$ cat src/hw/ocl_pkg.sv
// Constants for the oscillator and pin-lock configuration decoder
package ocl_pkg;
    localparam int CFG_W = 24;
    localparam logic [CFG_W-1:0] CFG_ERASED = 24'hFFFFFF;
    // Field positions inside the configuration word
    localparam int CS_FIELD_LSB = 6;
    localparam int OUT_FN_BIT = 5;
    localparam int ONE_WAY_BIT = 4;
    localparam int RSVD_HI_BIT = 3;
    localparam int RSVD_LO_BIT = 2;
    localparam int MODE_LSB = 0;
    // Clock-switch / monitor field codes
    localparam logic [1:0] CS_SW_FSM = 2'h0;
    localparam logic [1:0] CS_SW_ONLY = 2'h1;
    // Primary oscillator mode codes
    typedef enum logic [1:0] {
        OCL_EXT_CLK = 2'h0,
        OCL_XTAL_STD = 2'h1,
        OCL_XTAL_HS = 2'h2,
        OCL_OSC_OFF = 2'h3
    } ocl_mode_t;
    // APB byte addresses
    localparam logic [7:0] ADDR_CFG = 8'h00;
    localparam logic [7:0] ADDR_STATUS = 8'h04;
    localparam logic [7:0] ADDR_UNLOCK = 8'h08;
    localparam logic [7:0] ADDR_LOCK = 8'h0C;
    localparam logic [7:0] ADDR_MAP_BASE = 8'h10;
    // Unlock key pair, written back to back to the unlock register
    localparam logic [7:0] UNLOCK_KEY1 = 8'h46;
    localparam logic [7:0] UNLOCK_KEY2 = 8'h57;
    localparam logic [7:0] MAP_RESET = 8'h00;
endpackage

$ cat src/hw/ocl_config_decode.sv
// Configuration word decoder with pin-select lock and mapping registers on APB
`timescale 1ns/1ps

module ocl_config_decode #(
    parameter int MAP_REGS = 8
) (
    input wire logic core_clk,
    input wire logic resetn,
    input wire logic [ocl_pkg::CFG_W-1:0] config_word_two,
    input wire logic psel,
    input wire logic penable,
    input wire logic pwrite,
    input wire logic [7:0] paddr,
    input wire logic [31:0] pwdata,
    output logic [31:0] prdata,
    output logic pready,
    output logic pslverr,
    output logic clkSwitchEn,
    output logic failSafeMonEn,
    output logic primaryOscEn,
    output logic oscModeHs,
    output logic oscModeXt,
    output logic oscModeEc,
    output logic crystalDriverOwnsPin,
    output logic oscOutPinOut,
    output logic oscOutPinOe,
    output logic pin_select_lock,
    output logic [MAP_REGS*8-1:0] ppsMap
);
    import ocl_pkg::*;

    logic rstSync1;
    logic rstSync2;
    logic captured;
    logic [CFG_W-1:0] cfgWord;
    logic keyHalf;
    logic unlockArmed;
    logic clkDiv;
    logic [7:0] mapReg [MAP_REGS];

    // Reset released through two flops
    always_ff @(posedge core_clk or negedge resetn) begin
        if (!resetn) begin
            rstSync1 <= 1'b0;
            rstSync2 <= 1'b0;
        end else begin
            rstSync1 <= 1'b1;
            rstSync2 <= rstSync1;
        end
    end

    // Word is caught once after reset; erased value stands until then, which decodes to oscillator off with the clock output pin enabled
    always_ff @(posedge core_clk or negedge rstSync2) begin
        if (!rstSync2) begin
            captured <= 1'b0;
            cfgWord <= CFG_ERASED;
        end else if (!captured) begin
            captured <= 1'b1;
            cfgWord <= config_word_two;
        end
    end

    // Field decode
    wire [1:0] csField = cfgWord[CS_FIELD_LSB +: 2];
    wire outFnBit = cfgWord[OUT_FN_BIT];
    wire pin_lock_one_way = cfgWord[ONE_WAY_BIT];
    wire rsvdOk = cfgWord[RSVD_HI_BIT] & cfgWord[RSVD_LO_BIT];
    wire [1:0] primary_osc_mode = cfgWord[MODE_LSB +: 2];
    wire modeOff = primary_osc_mode == OCL_OSC_OFF;
    wire modeXtalAny = (primary_osc_mode == OCL_XTAL_HS) || (primary_osc_mode == OCL_XTAL_STD);
    wire clkOutSel = !modeXtalAny && outFnBit;

    // Decoded outputs are flops held at zero until the word is caught, so the erased
    // value never drives the output pin for a cycle while a crystal may sit on it
    always_ff @(posedge core_clk or negedge rstSync2) begin
        if (!rstSync2) begin
            clkSwitchEn <= 1'b0;
            failSafeMonEn <= 1'b0;
            primaryOscEn <= 1'b0;
            oscModeHs <= 1'b0;
            oscModeXt <= 1'b0;
            oscModeEc <= 1'b0;
            crystalDriverOwnsPin <= 1'b0;
            oscOutPinOe <= 1'b0;
        end else if (captured) begin
            clkSwitchEn <= (csField == CS_SW_FSM) || (csField == CS_SW_ONLY);
            failSafeMonEn <= csField == CS_SW_FSM;
            primaryOscEn <= !modeOff;
            oscModeHs <= primary_osc_mode == OCL_XTAL_HS;
            oscModeXt <= primary_osc_mode == OCL_XTAL_STD;
            oscModeEc <= primary_osc_mode == OCL_EXT_CLK;
            crystalDriverOwnsPin <= modeXtalAny;
            oscOutPinOe <= clkOutSel;
        end
    end

    // Core clock divided by two on the output pin
    always_ff @(posedge core_clk or negedge rstSync2) begin
        if (!rstSync2) begin
            clkDiv <= 1'b0;
        end else begin
            clkDiv <= !clkDiv;
        end
    end
    assign oscOutPinOut = clkDiv & oscOutPinOe;

    // APB decode; answers in the access cycle with no wait state
    wire setup = psel && !penable;
    wire access = psel && penable;
    wire wrStrobe = access && pwrite;
    wire isMap = (paddr >= ADDR_MAP_BASE) && (paddr < ADDR_MAP_BASE + 8'(MAP_REGS * 4));
    wire [7:0] mapOff = paddr - ADDR_MAP_BASE;
    wire [5:0] mapIdx = mapOff[7:2];
    wire aligned = paddr[1:0] == 2'h0;
    wire isKnown = aligned && ((paddr == ADDR_CFG) || (paddr == ADDR_STATUS)
        || (paddr == ADDR_UNLOCK) || (paddr == ADDR_LOCK) || isMap);
    wire wrUnlock = wrStrobe && paddr == ADDR_UNLOCK;
    wire wrLock = wrStrobe && paddr == ADDR_LOCK;
    wire lockReq = pwdata[0];
    wire mapWrite = wrStrobe && isMap && aligned && !pin_select_lock;
    assign pready = 1'b1;
    assign pslverr = access && !isKnown;

    wire [31:0] statusWord = {22'h0, rsvdOk, unlockArmed, pin_lock_one_way, pin_select_lock,
        oscOutPinOe, crystalDriverOwnsPin, primaryOscEn, failSafeMonEn, clkSwitchEn, captured};
    wire [31:0] mapRead = {24'h0, mapReg[mapIdx[$clog2(MAP_REGS)-1:0]]};
    wire [31:0] next_prdata = !isKnown ? 32'h0 :
        (paddr == ADDR_CFG) ? {8'h0, cfgWord} :
        (paddr == ADDR_STATUS) ? statusWord :
        (paddr == ADDR_UNLOCK) ? {31'h0, unlockArmed} :
        (paddr == ADDR_LOCK) ? {31'h0, pin_select_lock} : mapRead;

    always_ff @(posedge core_clk or negedge rstSync2) begin
        if (!rstSync2) begin
            prdata <= 32'h0;
        end else if (setup && !pwrite) begin
            prdata <= next_prdata;
        end
    end

    // Unlock: key1 then key2 as consecutive writes; any lock write consumes it
    always_ff @(posedge core_clk or negedge rstSync2) begin
        if (!rstSync2) begin
            keyHalf <= 1'b0;
            unlockArmed <= 1'b0;
        end else if (wrUnlock) begin
            keyHalf <= pwdata[7:0] == UNLOCK_KEY1;
            unlockArmed <= keyHalf && pwdata[7:0] == UNLOCK_KEY2;
        end else if (wrStrobe) begin
            keyHalf <= 1'b0;
            unlockArmed <= 1'b0;
        end
    end

    // One-way mode cannot clear, so a stuck lock needs a reset to lift
    wire lockCanSet = unlockArmed && lockReq;
    wire lockCanClear = unlockArmed && !lockReq && !pin_lock_one_way;
    always_ff @(posedge core_clk or negedge rstSync2) begin
        if (!rstSync2) begin
            pin_select_lock <= 1'b0;
        end else if (wrLock && lockCanSet) begin
            pin_select_lock <= 1'b1;
        end else if (wrLock && lockCanClear) begin
            pin_select_lock <= 1'b0;
        end
    end

    generate
        for (genvar i = 0; i < MAP_REGS; i++) begin : g_map
            always_ff @(posedge core_clk or negedge rstSync2) begin
                if (!rstSync2) begin
                    mapReg[i] <= MAP_RESET;
                end else if (mapWrite && mapIdx == 6'(i)) begin
                    mapReg[i] <= pwdata[7:0];
                end
            end
            assign ppsMap[i*8 +: 8] = mapReg[i];
        end
    endgenerate

    // Checks
    property p_sw_fsm;
        @(posedge core_clk) disable iff (!rstSync2)
        (captured && csField == CS_SW_FSM) |=> (clkSwitchEn && failSafeMonEn);
    endproperty
    a_sw_fsm: assert property (p_sw_fsm) else $error("code 00 must enable both");

    property p_sw_only;
        @(posedge core_clk) disable iff (!rstSync2)
        (captured && csField == CS_SW_ONLY) |=> (clkSwitchEn && !failSafeMonEn);
    endproperty
    a_sw_only: assert property (p_sw_only) else $error("code 01 monitor must be off");

    property p_clkout;
        @(posedge core_clk) disable iff (!rstSync2)
        (captured && clkOutSel) [*2] |=> (oscOutPinOe && oscOutPinOut != $past(oscOutPinOut));
    endproperty
    a_clkout: assert property (p_clkout) else $error("output pin not toggling at half rate");

    property p_one_way_hold;
        @(posedge core_clk) disable iff (!rstSync2)
        (pin_lock_one_way && pin_select_lock) |=> pin_select_lock;
    endproperty
    a_one_way_hold: assert property (p_one_way_hold) else $error("one-way lock cleared");

    property p_set_needs_unlock;
        @(posedge core_clk) disable iff (!rstSync2)
        $rose(pin_select_lock) |-> ($past(unlockArmed) && $past(wrLock));
    endproperty
    a_set_needs_unlock: assert property (p_set_needs_unlock) else $error("lock set without unlock");

    property p_map_frozen;
        @(posedge core_clk) disable iff (!rstSync2)
        $past(pin_select_lock) |-> (ppsMap == $past(ppsMap));
    endproperty
    a_map_frozen: assert property (p_map_frozen) else $error("mapping changed while locked");

    property p_free_clear;
        @(posedge core_clk) disable iff (!rstSync2)
        (!pin_lock_one_way && pin_select_lock && wrLock && unlockArmed && !lockReq)
            |=> !pin_select_lock ##1 !unlockArmed;
    endproperty
    a_free_clear: assert property (p_free_clear) else $error("lock not cleared");

    property p_osc_off;
        @(posedge core_clk) disable iff (!rstSync2)
        (captured && modeOff) |=> !primaryOscEn;
    endproperty
    a_osc_off: assert property (p_osc_off) else $error("oscillator on in mode 11");

    property p_mode_decode;
        @(posedge core_clk) disable iff (!rstSync2)
        captured |=> ((oscModeHs == ($past(primary_osc_mode) == OCL_XTAL_HS))
            && (oscModeXt == ($past(primary_osc_mode) == OCL_XTAL_STD))
            && (oscModeEc == ($past(primary_osc_mode) == OCL_EXT_CLK)));
    endproperty
    a_mode_decode: assert property (p_mode_decode) else $error("mode decode wrong");

    property p_xtal_pin;
        @(posedge core_clk) disable iff (!rstSync2)
        (captured && modeXtalAny) |=> (crystalDriverOwnsPin && !oscOutPinOe && !oscOutPinOut);
    endproperty
    a_xtal_pin: assert property (p_xtal_pin) else $error("crystal pin driven as clock");

    property p_quiet_before_capture;
        @(posedge core_clk) disable iff (!rstSync2)
        !captured |=> (!oscOutPinOe && !primaryOscEn && !clkSwitchEn && !crystalDriverOwnsPin);
    endproperty
    a_quiet_before_capture: assert property (p_quiet_before_capture) else $error("decode before capture");

    property p_clkout_off;
        @(posedge core_clk) disable iff (!rstSync2)
        (captured && !outFnBit) |=> (!oscOutPinOe && !oscOutPinOut);
    endproperty
    a_clkout_off: assert property (p_clkout_off) else $error("output pin driven with bit 5 clear");

    property p_osc_on;
        @(posedge core_clk) disable iff (!rstSync2)
        (captured && !modeOff) |=> primaryOscEn;
    endproperty
    a_osc_on: assert property (p_osc_on) else $error("oscillator off in an active mode");

    property p_cfg_static;
        @(posedge core_clk) disable iff (!rstSync2)
        captured |=> $stable(cfgWord);
    endproperty
    a_cfg_static: assert property (p_cfg_static) else $error("configuration changed after capture");

    property p_lock_stable;
        @(posedge core_clk) disable iff (!rstSync2)
        !wrLock |=> $stable(pin_select_lock);
    endproperty
    a_lock_stable: assert property (p_lock_stable) else $error("lock moved without a lock write");

    property p_armed_needs_key;
        @(posedge core_clk) disable iff (!rstSync2)
        $rose(unlockArmed) |-> ($past(wrUnlock) && ($past(pwdata[7:0]) == UNLOCK_KEY2));
    endproperty
    a_armed_needs_key: assert property (p_armed_needs_key) else $error("armed without second key");

    property p_open_map_write;
        @(posedge core_clk) disable iff (!rstSync2)
        (wrStrobe && paddr == ADDR_MAP_BASE && !pin_select_lock)
            |=> (ppsMap[7:0] == $past(pwdata[7:0]));
    endproperty
    a_open_map_write: assert property (p_open_map_write) else $error("open map write lost");

    c_lock_set: cover property (@(posedge core_clk) disable iff (!rstSync2)
        $rose(pin_select_lock));
    c_lock_clear: cover property (@(posedge core_clk) disable iff (!rstSync2)
        $fell(pin_select_lock));
    c_map_blocked: cover property (@(posedge core_clk) disable iff (!rstSync2)
        wrStrobe && isMap && pin_select_lock);
    c_clkout: cover property (@(posedge core_clk) disable iff (!rstSync2)
        oscOutPinOe);
endmodule

$ cat config.mk
export PLATFORM = sky130hd
export DESIGN_NAME = ocl_config_decode
export DESIGN_NICKNAME = d
export VERILOG_FILES = /design/src/hw/ocl_pkg.sv /design/src/hw/ocl_config_decode.sv
export SDC_FILE = /design/constraint.sdc
export NUM_CORES = 1
export LEC_CHECK = 0
export ABC_AREA = 1
export BUFFER_PORTS_ARGS = -buffer_cell sky130_fd_sc_hd__buf_2
export CAP_MARGIN = 20
export CELL_PAD_IN_SITES_DETAIL_PLACEMENT = 1
export CELL_PAD_IN_SITES_GLOBAL_PLACEMENT = 1
export CORE_ASPECT_RATIO = 0.9
export CORE_MARGIN = 1.5
export CORE_UTILIZATION = 37
export CTS_CLUSTER_DIAMETER = 30
export DETAILED_ROUTE_END_ITERATION = 16
export GPL_TIMING_DRIVEN = 0
export HOLD_SLACK_MARGIN = 0.06
export PLACE_DENSITY = 0.82
export SYNTH_ARGS = -nofsm -noshare
export SYNTH_HDL_FRONTEND = slang
export SYNTH_SLANG_ARGS = --single-unit
$ cat constraint.sdc
create_clock -name core_clk -period 4.7 [get_ports core_clk]
set_input_delay 1.175 -clock core_clk [delete_from_list [all_inputs] [get_ports core_clk]]
set_output_delay 1.175 -clock core_clk [all_outputs]
set_load 0.01 [all_outputs]
==> flow_summary.yaml, run 1 <==
outcome:
  status: "completed"
routing:
  drt_iter0_markers: 376
  routed_wl_um: 19300
  wl_met3_um: 1120
  drt_first_pass_iters: 4
  route.vias.total: 5349
  vias_per_cell: 5.09
  highest-signal-layer: "met4"
  postRouteAntennaNets: 0
  drc_errors: 0
  wl_per_cell_um: 18.4
  wl_met2_um: 9170
  met1_length_um: 8760
logic_synthesis:
  synth_largest_area_cell: "dfrtp_1"
  synth_seq_cells: 127
  ys_seq_area_share_pct: 55.9
  syn_area_mm2: 0.00574
  synth_top_area_share_pct: 44.9
  syn_avg_cell_area_um2: 8.58
  synth_edf_count: 0
  async_flop_share_pct: 100
  yosys-top-cells-area: "dfrtp_1, nand2_1, dfstp_2, o21ai_1, o21ai_0"
  synth_cell_types: 37
  synth_ff_type: "dfrtp_1"
  syn-instance-count: 669
  yosys_warnings: 0
placed_design:
  dp.cells: 1019
  portBuffers: 142
  gp_congestion: 0.809
  dp_hpwl_um: 14100
  post-place-ws_ps: 1360
final_layout:
  synthToLayoutAreaGrowth_pct: 28.0
  drive_gt1_share_pct: 29.5
  multiInputGateArea_mm2: 0.00213
  seqCellArea_mm2: 0.00321
  largest_register_ffs: 64
  final_nets: 913
  postLayoutCoreUtil_pct: 49.2
  fin_cells: 1051
  antenna_cells: 0
  fillers: 1864
pwr:
  power_leakage_nw: 3.89
  powerDensity_mw_per_mm2: 359
  ir_drop_v: 0.000214
clock_tree:
  clock-sinks: 127
  cts_buffer_depth: 2
  path_clk_slew_ps: 50
  root_buffer: "clkbuf_16"
  cts-resized-gates: 0
  postCtsHoldBufs: 0
  post-cts-setup-buffer-count: 0
  clk_latency_ps: 430
  cts_tree: "built"
  cts-htree-levels: 4
  cts-buffers-inserted: 17
grt:
  grt_max_degree: 67
  grt_pass1_vias: 5428
  grt_use_total_pct: 25.0
  antenna_found_initial: 0
  grt_pass1_wl_um: 30400
  grt_overflow: 0
die:
  core_mm2: 0.0149
  ioPinCount: 177
  dieArea_mm2: 0.0163
  rows: 42
  start_util_pct: 38.4
  dieWidth_um: 134
  die_h_um: 121
critical_path:
  start_kind: "input port"
  worstSetupStartpoint: "paddr[4]"
  critPathKind: "input port to primary output"
  crit_arrival_ps: 2140
  path_cells: "buf_2 > inv_2 > o2111ai_1 > nand3_1 > inv_1 > buf_2"
  endpoint_kind: "primary output"
  rr_worst_depth: 6
  cp.required_ps: 3520
  path_common_cell: "buf_2"
  reg2reg_from: "captured"
  cp_max_fo: 7
  r2r-end: "cfgWord[20]"
  cp_slowest_cell: "o2111ai_1"
  slowest_delay_ps: 380
  reg2reg_slack_ps: 2900
timing:
  finalSetupViolations: 0
  final_max_slew_viol_count: 0
  setup_slack_ps: 1390
  whs_ps: 350
  max_freq_ghz: 0.302
  finClkSkew_ps: 6.85
  slew_headroom_pct: 47.1
  min_period_ps: 3310
  fin_crit_sh_pct: 70.5
  tightestPinTransition_ps: 793
  hold_viol: 0
  rsz0062_at_grt: "false"
hold_path:
  hold_depth: 0
  hold_start: "rstSync1"
  hold_end: "rstSync2"
  holdCritPathClass: "flop to flop"
job:
  drv_cap: 0
final cells by class:
class                      instances  share of cell area [%]
sequential                       127                    43.7
multi-input combinational        458                    29.1
timing repair buffer             143                    10.1
clock buffer                      27                    7.26
tap                              198                    3.37
inverter                          58                    2.96
buffer                            35                    2.86
clock inverter                     5                   0.682
layout by cell type (no fill, tap or decap), drive strengths merged:
cell     netlist  layout
nor3           3       3
clkbuf        12      39
bufinv         0       1
a21oi          9       9
o21ai        106     106
conb           2      11
clkinv         1       5
o21a           1       1
a31oi          1       1
nand4         13      13
nor2          16      16
o22ai          1       1
buf           23     166
a22oi          6       6
a21o           1       1
nand3b         2       2
inv           57      57
dfrtp        103     103
nand2        249     249
a211oi         1       1
nor4           2       2
o2111ai        1       1
or2            3       3
dfstp         24      24
o211ai         2       2
nand3         26      26
ha             4       4
report_power, final:
| part | leakage (nW) | switching [mW] | internal [mW] | total (mW) |
|---|---|---|---|---|
| clock | 0.293 | 0.468 | 0.822 | 1.29 |
| sequential | 1.67 | 0.0311 | 1.14 | 1.17 |
| combinational | 1.92 | 0.122 | 0.0574 | 0.180 |
| total | 3.89 | 0.621 | 2.02 | 2.64 |
kinds of logic (layout without fill, tap and decap cells):
group / count (synthesis) / count (layout) / synth area share, %
adder cells (fa/ha/maj): 4 / 4 / 0.872
AND/OR/NAND/NOR: 314 / 314 / 23.2
other: 2 / 11 / 0.131
buffers and inverters: 93 / 268 / 7.46
AO/OA/AOI/OAI: 129 / 129 / 12.4
flip-flops: 127 / 127 / 55.9
worst max-delay path: cells and delay by family:
kind,cells,cell delay (ps)
simple gates,1,130
buf+inv,4,450
compound gates,1,380
cell usage after synthesis, types with 2 or more instances:
master	instances
nand2_1	240
dfrtp_1	103
inv_1	54
o21ai_1	52
o21ai_0	47
nand3_1	25
dfstp_2	24
nand4_1	13
clkbuf_1	12
buf_4	10
a21oi_1	9
buf_2	9
nor2_1	9
nand2_2	8
o21ai_2	7
a22oi_1	6
nor2_2	5
buf_6	4
ha_1	4
inv_2	3
or2_2	3
conb_1	2
nand3b_1	2
nor2_4	2
nor3_1	2
nor4_1	2
o211ai_1	2
stage by stage:
step / TNS [ps] / power (mW) / cell area, um2
2_1_floorplan: 0 / 1.28 / 5770
3_3_place_gp: -59180 / 1.36 / 6730
3_5_place_dp: 0 / 1.37 / 6760
4_1_cts: 0 / 2.65 / 7340
5_1_grt: 0 / 2.74 / 7340
6_report: 0 / 2.64 / 7340
routing by layer:
| metal | track usage, % | vias up |
|---|---|---|
| li1 | - | 2491 |
| met1 | 34.4 | 2684 |
| met2 | 39.5 | 152 |
| met3 | 5.18 | 22 |
| met4 | 8.74 | 0 |
| met5 | 0 | - |
worst max-delay path by stage:
stage | to | slack, ps | cells after the start
5_1_grt | pslverr | 1270 | 6
2_1_floorplan | captured | 940 | 0
4_1_cts | pslverr | 1360 | 6
3_5_place_dp | pslverr | 1360 | 6
3_3_place_gp | ppsMap[48] | -600 | 0
6_report | pslverr | 1390 | 6
No activity file was read; power rests on OpenSTA's default activity.
==> run 2: changes to the inputs <==
==> constraint.sdc (replaced) <==
create_clock -name core_clk -period 3.2 [get_ports core_clk]
set_input_delay 0.8 -clock core_clk [delete_from_list [all_inputs] [get_ports core_clk]]
set_output_delay 0.8 -clock core_clk [all_outputs]
set_load 0.01 [all_outputs]
==> run 2 against run 1 <==
  * Flip-flop and latch count unchanged
  * Via count increased by 0.54%
  * Non-clock buffer count unchanged
  * First-iteration DRC count decreased by 11%
  * Die area unchanged
  * Critical endpoint unchanged
==> flow_summary.yaml, run 2 (synthesized netlist as in run 1, its figures left out) <==
routing:
  vias_per_cell: 5.12
  wl_per_cell_um: 18.5
  drc_errors: 0
  routed_wl_um: 19500
  route.vias.total: 5378
  drt_first_pass_iters: 4
  postRouteAntennaNets: 0
  drt_iter0_markers: 336
timing:
  tns_ps: 0
  fin_crit_sh_pct: 80.3
  tightestPinTransition_ps: 898
  slew_headroom_pct: 40.1
  rsz0062_at_grt: "false"
  final_max_slew_viol_count: 0
  min_period_ps: 2570
  finalSetupViolations: 0
  hold_viol: 0
  finClkSkew_ps: 9.49
  max_freq_ghz: 0.389
critical_path:
  r2r-end: "oscModeHs"
  cp_slowest_cell: "o2111ai_1"
  cp_max_fo: 7
  endpoint_kind: "primary output"
  rr_worst_depth: 6
  reg2reg_from: "captured"
  slowest_delay_ps: 390
  start_kind: "input port"
  cp.required_ps: 2400
  critical_path.top_delay_family: "buffers and inverters"
  path_cells: "buf_2 > inv_2 > o2111ai_1 > nand3_1 > inv_1 > buf_2"
  path_common_cell: "buf_2"
  reg2reg_slack_ps: 1410
  crit_arrival_ps: 1770
  crit_buf_inv: 4
  critPathKind: "input port to primary output"
grt:
  grt_pass1_wl_um: 31100
  met2_usage_pct: 40.4
  grt_max_degree: 68
  met1_usage_pct: 34.1
  antenna_found_initial: 0
  grt_use_total_pct: 25.3
  met3_usage_pct: 5.76
  grt_pass1_vias: 5700
  grt_overflow: 0
  top_usage_layer: "met2"
die:
  start_util_pct: 38.4
  die_h_um: 121
  rows: 42
  core_mm2: 0.0149
  dieWidth_um: 134
  dieArea_mm2: 0.0163
  ioPinCount: 177
final_layout:
  postLayoutCoreUtil_pct: 49.2
  drive_gt1_share_pct: 29.3
  antenna_cells: 0
  layout_common_cells: "nand2_1, buf_2, dfrtp_1"
  final_nets: 913
  layout_commonest_cell: "nand2_1"
  largest_register_ffs: 64
  synthToLayoutAreaGrowth_pct: 27.9
  fin_area_mm2: 0.00734
clock_tree:
  post-cts-setup-buffer-count: 0
  cts-resized-gates: 0
  cts_tree: "built"
  cts-htree-levels: 4
  postCtsHoldBufs: 0
  root_buffer: "clkbuf_16"
  path_clk_slew_ps: 50
  clock-sinks: 127
  cts-buffers-inserted: 17
  cts_buffer_depth: 2
  clk_latency_ps: 420
placed_design:
  portBuffers: 142
  dp_hpwl_um: 14100
  gp_congestion: 0.805
  placed_area_mm2: 0.00676
outcome:
  status: "completed"
pwr:
  total_power_mw: 3.89
  power_leakage_nw: 3.88
  powerDensity_mw_per_mm2: 530
  ir_drop_v: 0.000333
hold_path:
  holdCritPathClass: "input port to async pin"
job:
  drv_cap: 0
==> run 2: cell types whose count changed in the layout (fill, tap and decap cells not counted) <==
cell       previous run  this run
bufinv_16             1         2
clkbuf_1             15        17
clkbuf_8              7         4
==> run 2: worst max-delay path by stage <==
| stage | start | to | slack, ps | depth (start not counted) |
|---|---|---|---|---|
| floorplan | rstSync2 | captured | 1110 | 0 |
| global placement | rstSync2 | ppsMap[57] | 300 | 0 |
| detailed placement | paddr[2] | prdata[20] | 580 | 7 |
| CTS | paddr[4] | pslverr | 630 | 6 |
| global route | paddr[4] | pslverr | 560 | 6 |
| finish | paddr[4] | pslverr | 630 | 6 |
==> run 2: cell type report <==
| class | count | area (um2) |
|---|---|---|
| well taps | 198 | 248 |
| inverters | 58 | 218 |
| clock buffers | 26 | 499 |
| multi-input cells | 458 | 2130 |
| repair buffers | 143 | 738 |
| clock inverters | 6 | 80.1 |
| flip-flops and latches | 127 | 3210 |
| plain buffers | 35 | 210 |
| fillers | 1862 | 7580 |
==> run 2: routing by layer <==
layer / vias to the layer above / wire length, um
li1: 2494 / -
met1: 2711 / 8840
met2: 148 / 9170
met3: 25 / 1110
met4: 0 / 364
met5: - / 0
==> run 2: report_power, final <==
part / leakage (nW) / switching, mW / internal (mW)
combinational: 1.92 / 0.180 / 0.0842
clock: 0.288 / 0.683 / 1.22
sequential: 1.67 / 0.0476 / 1.67
total: 3.88 / 0.910 / 2.98
==> run 2: metrics by stage <==
stage / hold slack [ps] / std cells / setup slack, ps
6_report: 154 / 1051 / 630
5_1_grt: 149 / 1051 / 564
2_1_floorplan: 331 / 678 / 1110
4_1_cts: 138 / 1051 / 625
3_5_place_dp: 338 / 1019 / 582
3_3_place_gp: 334 / 1018 / 299
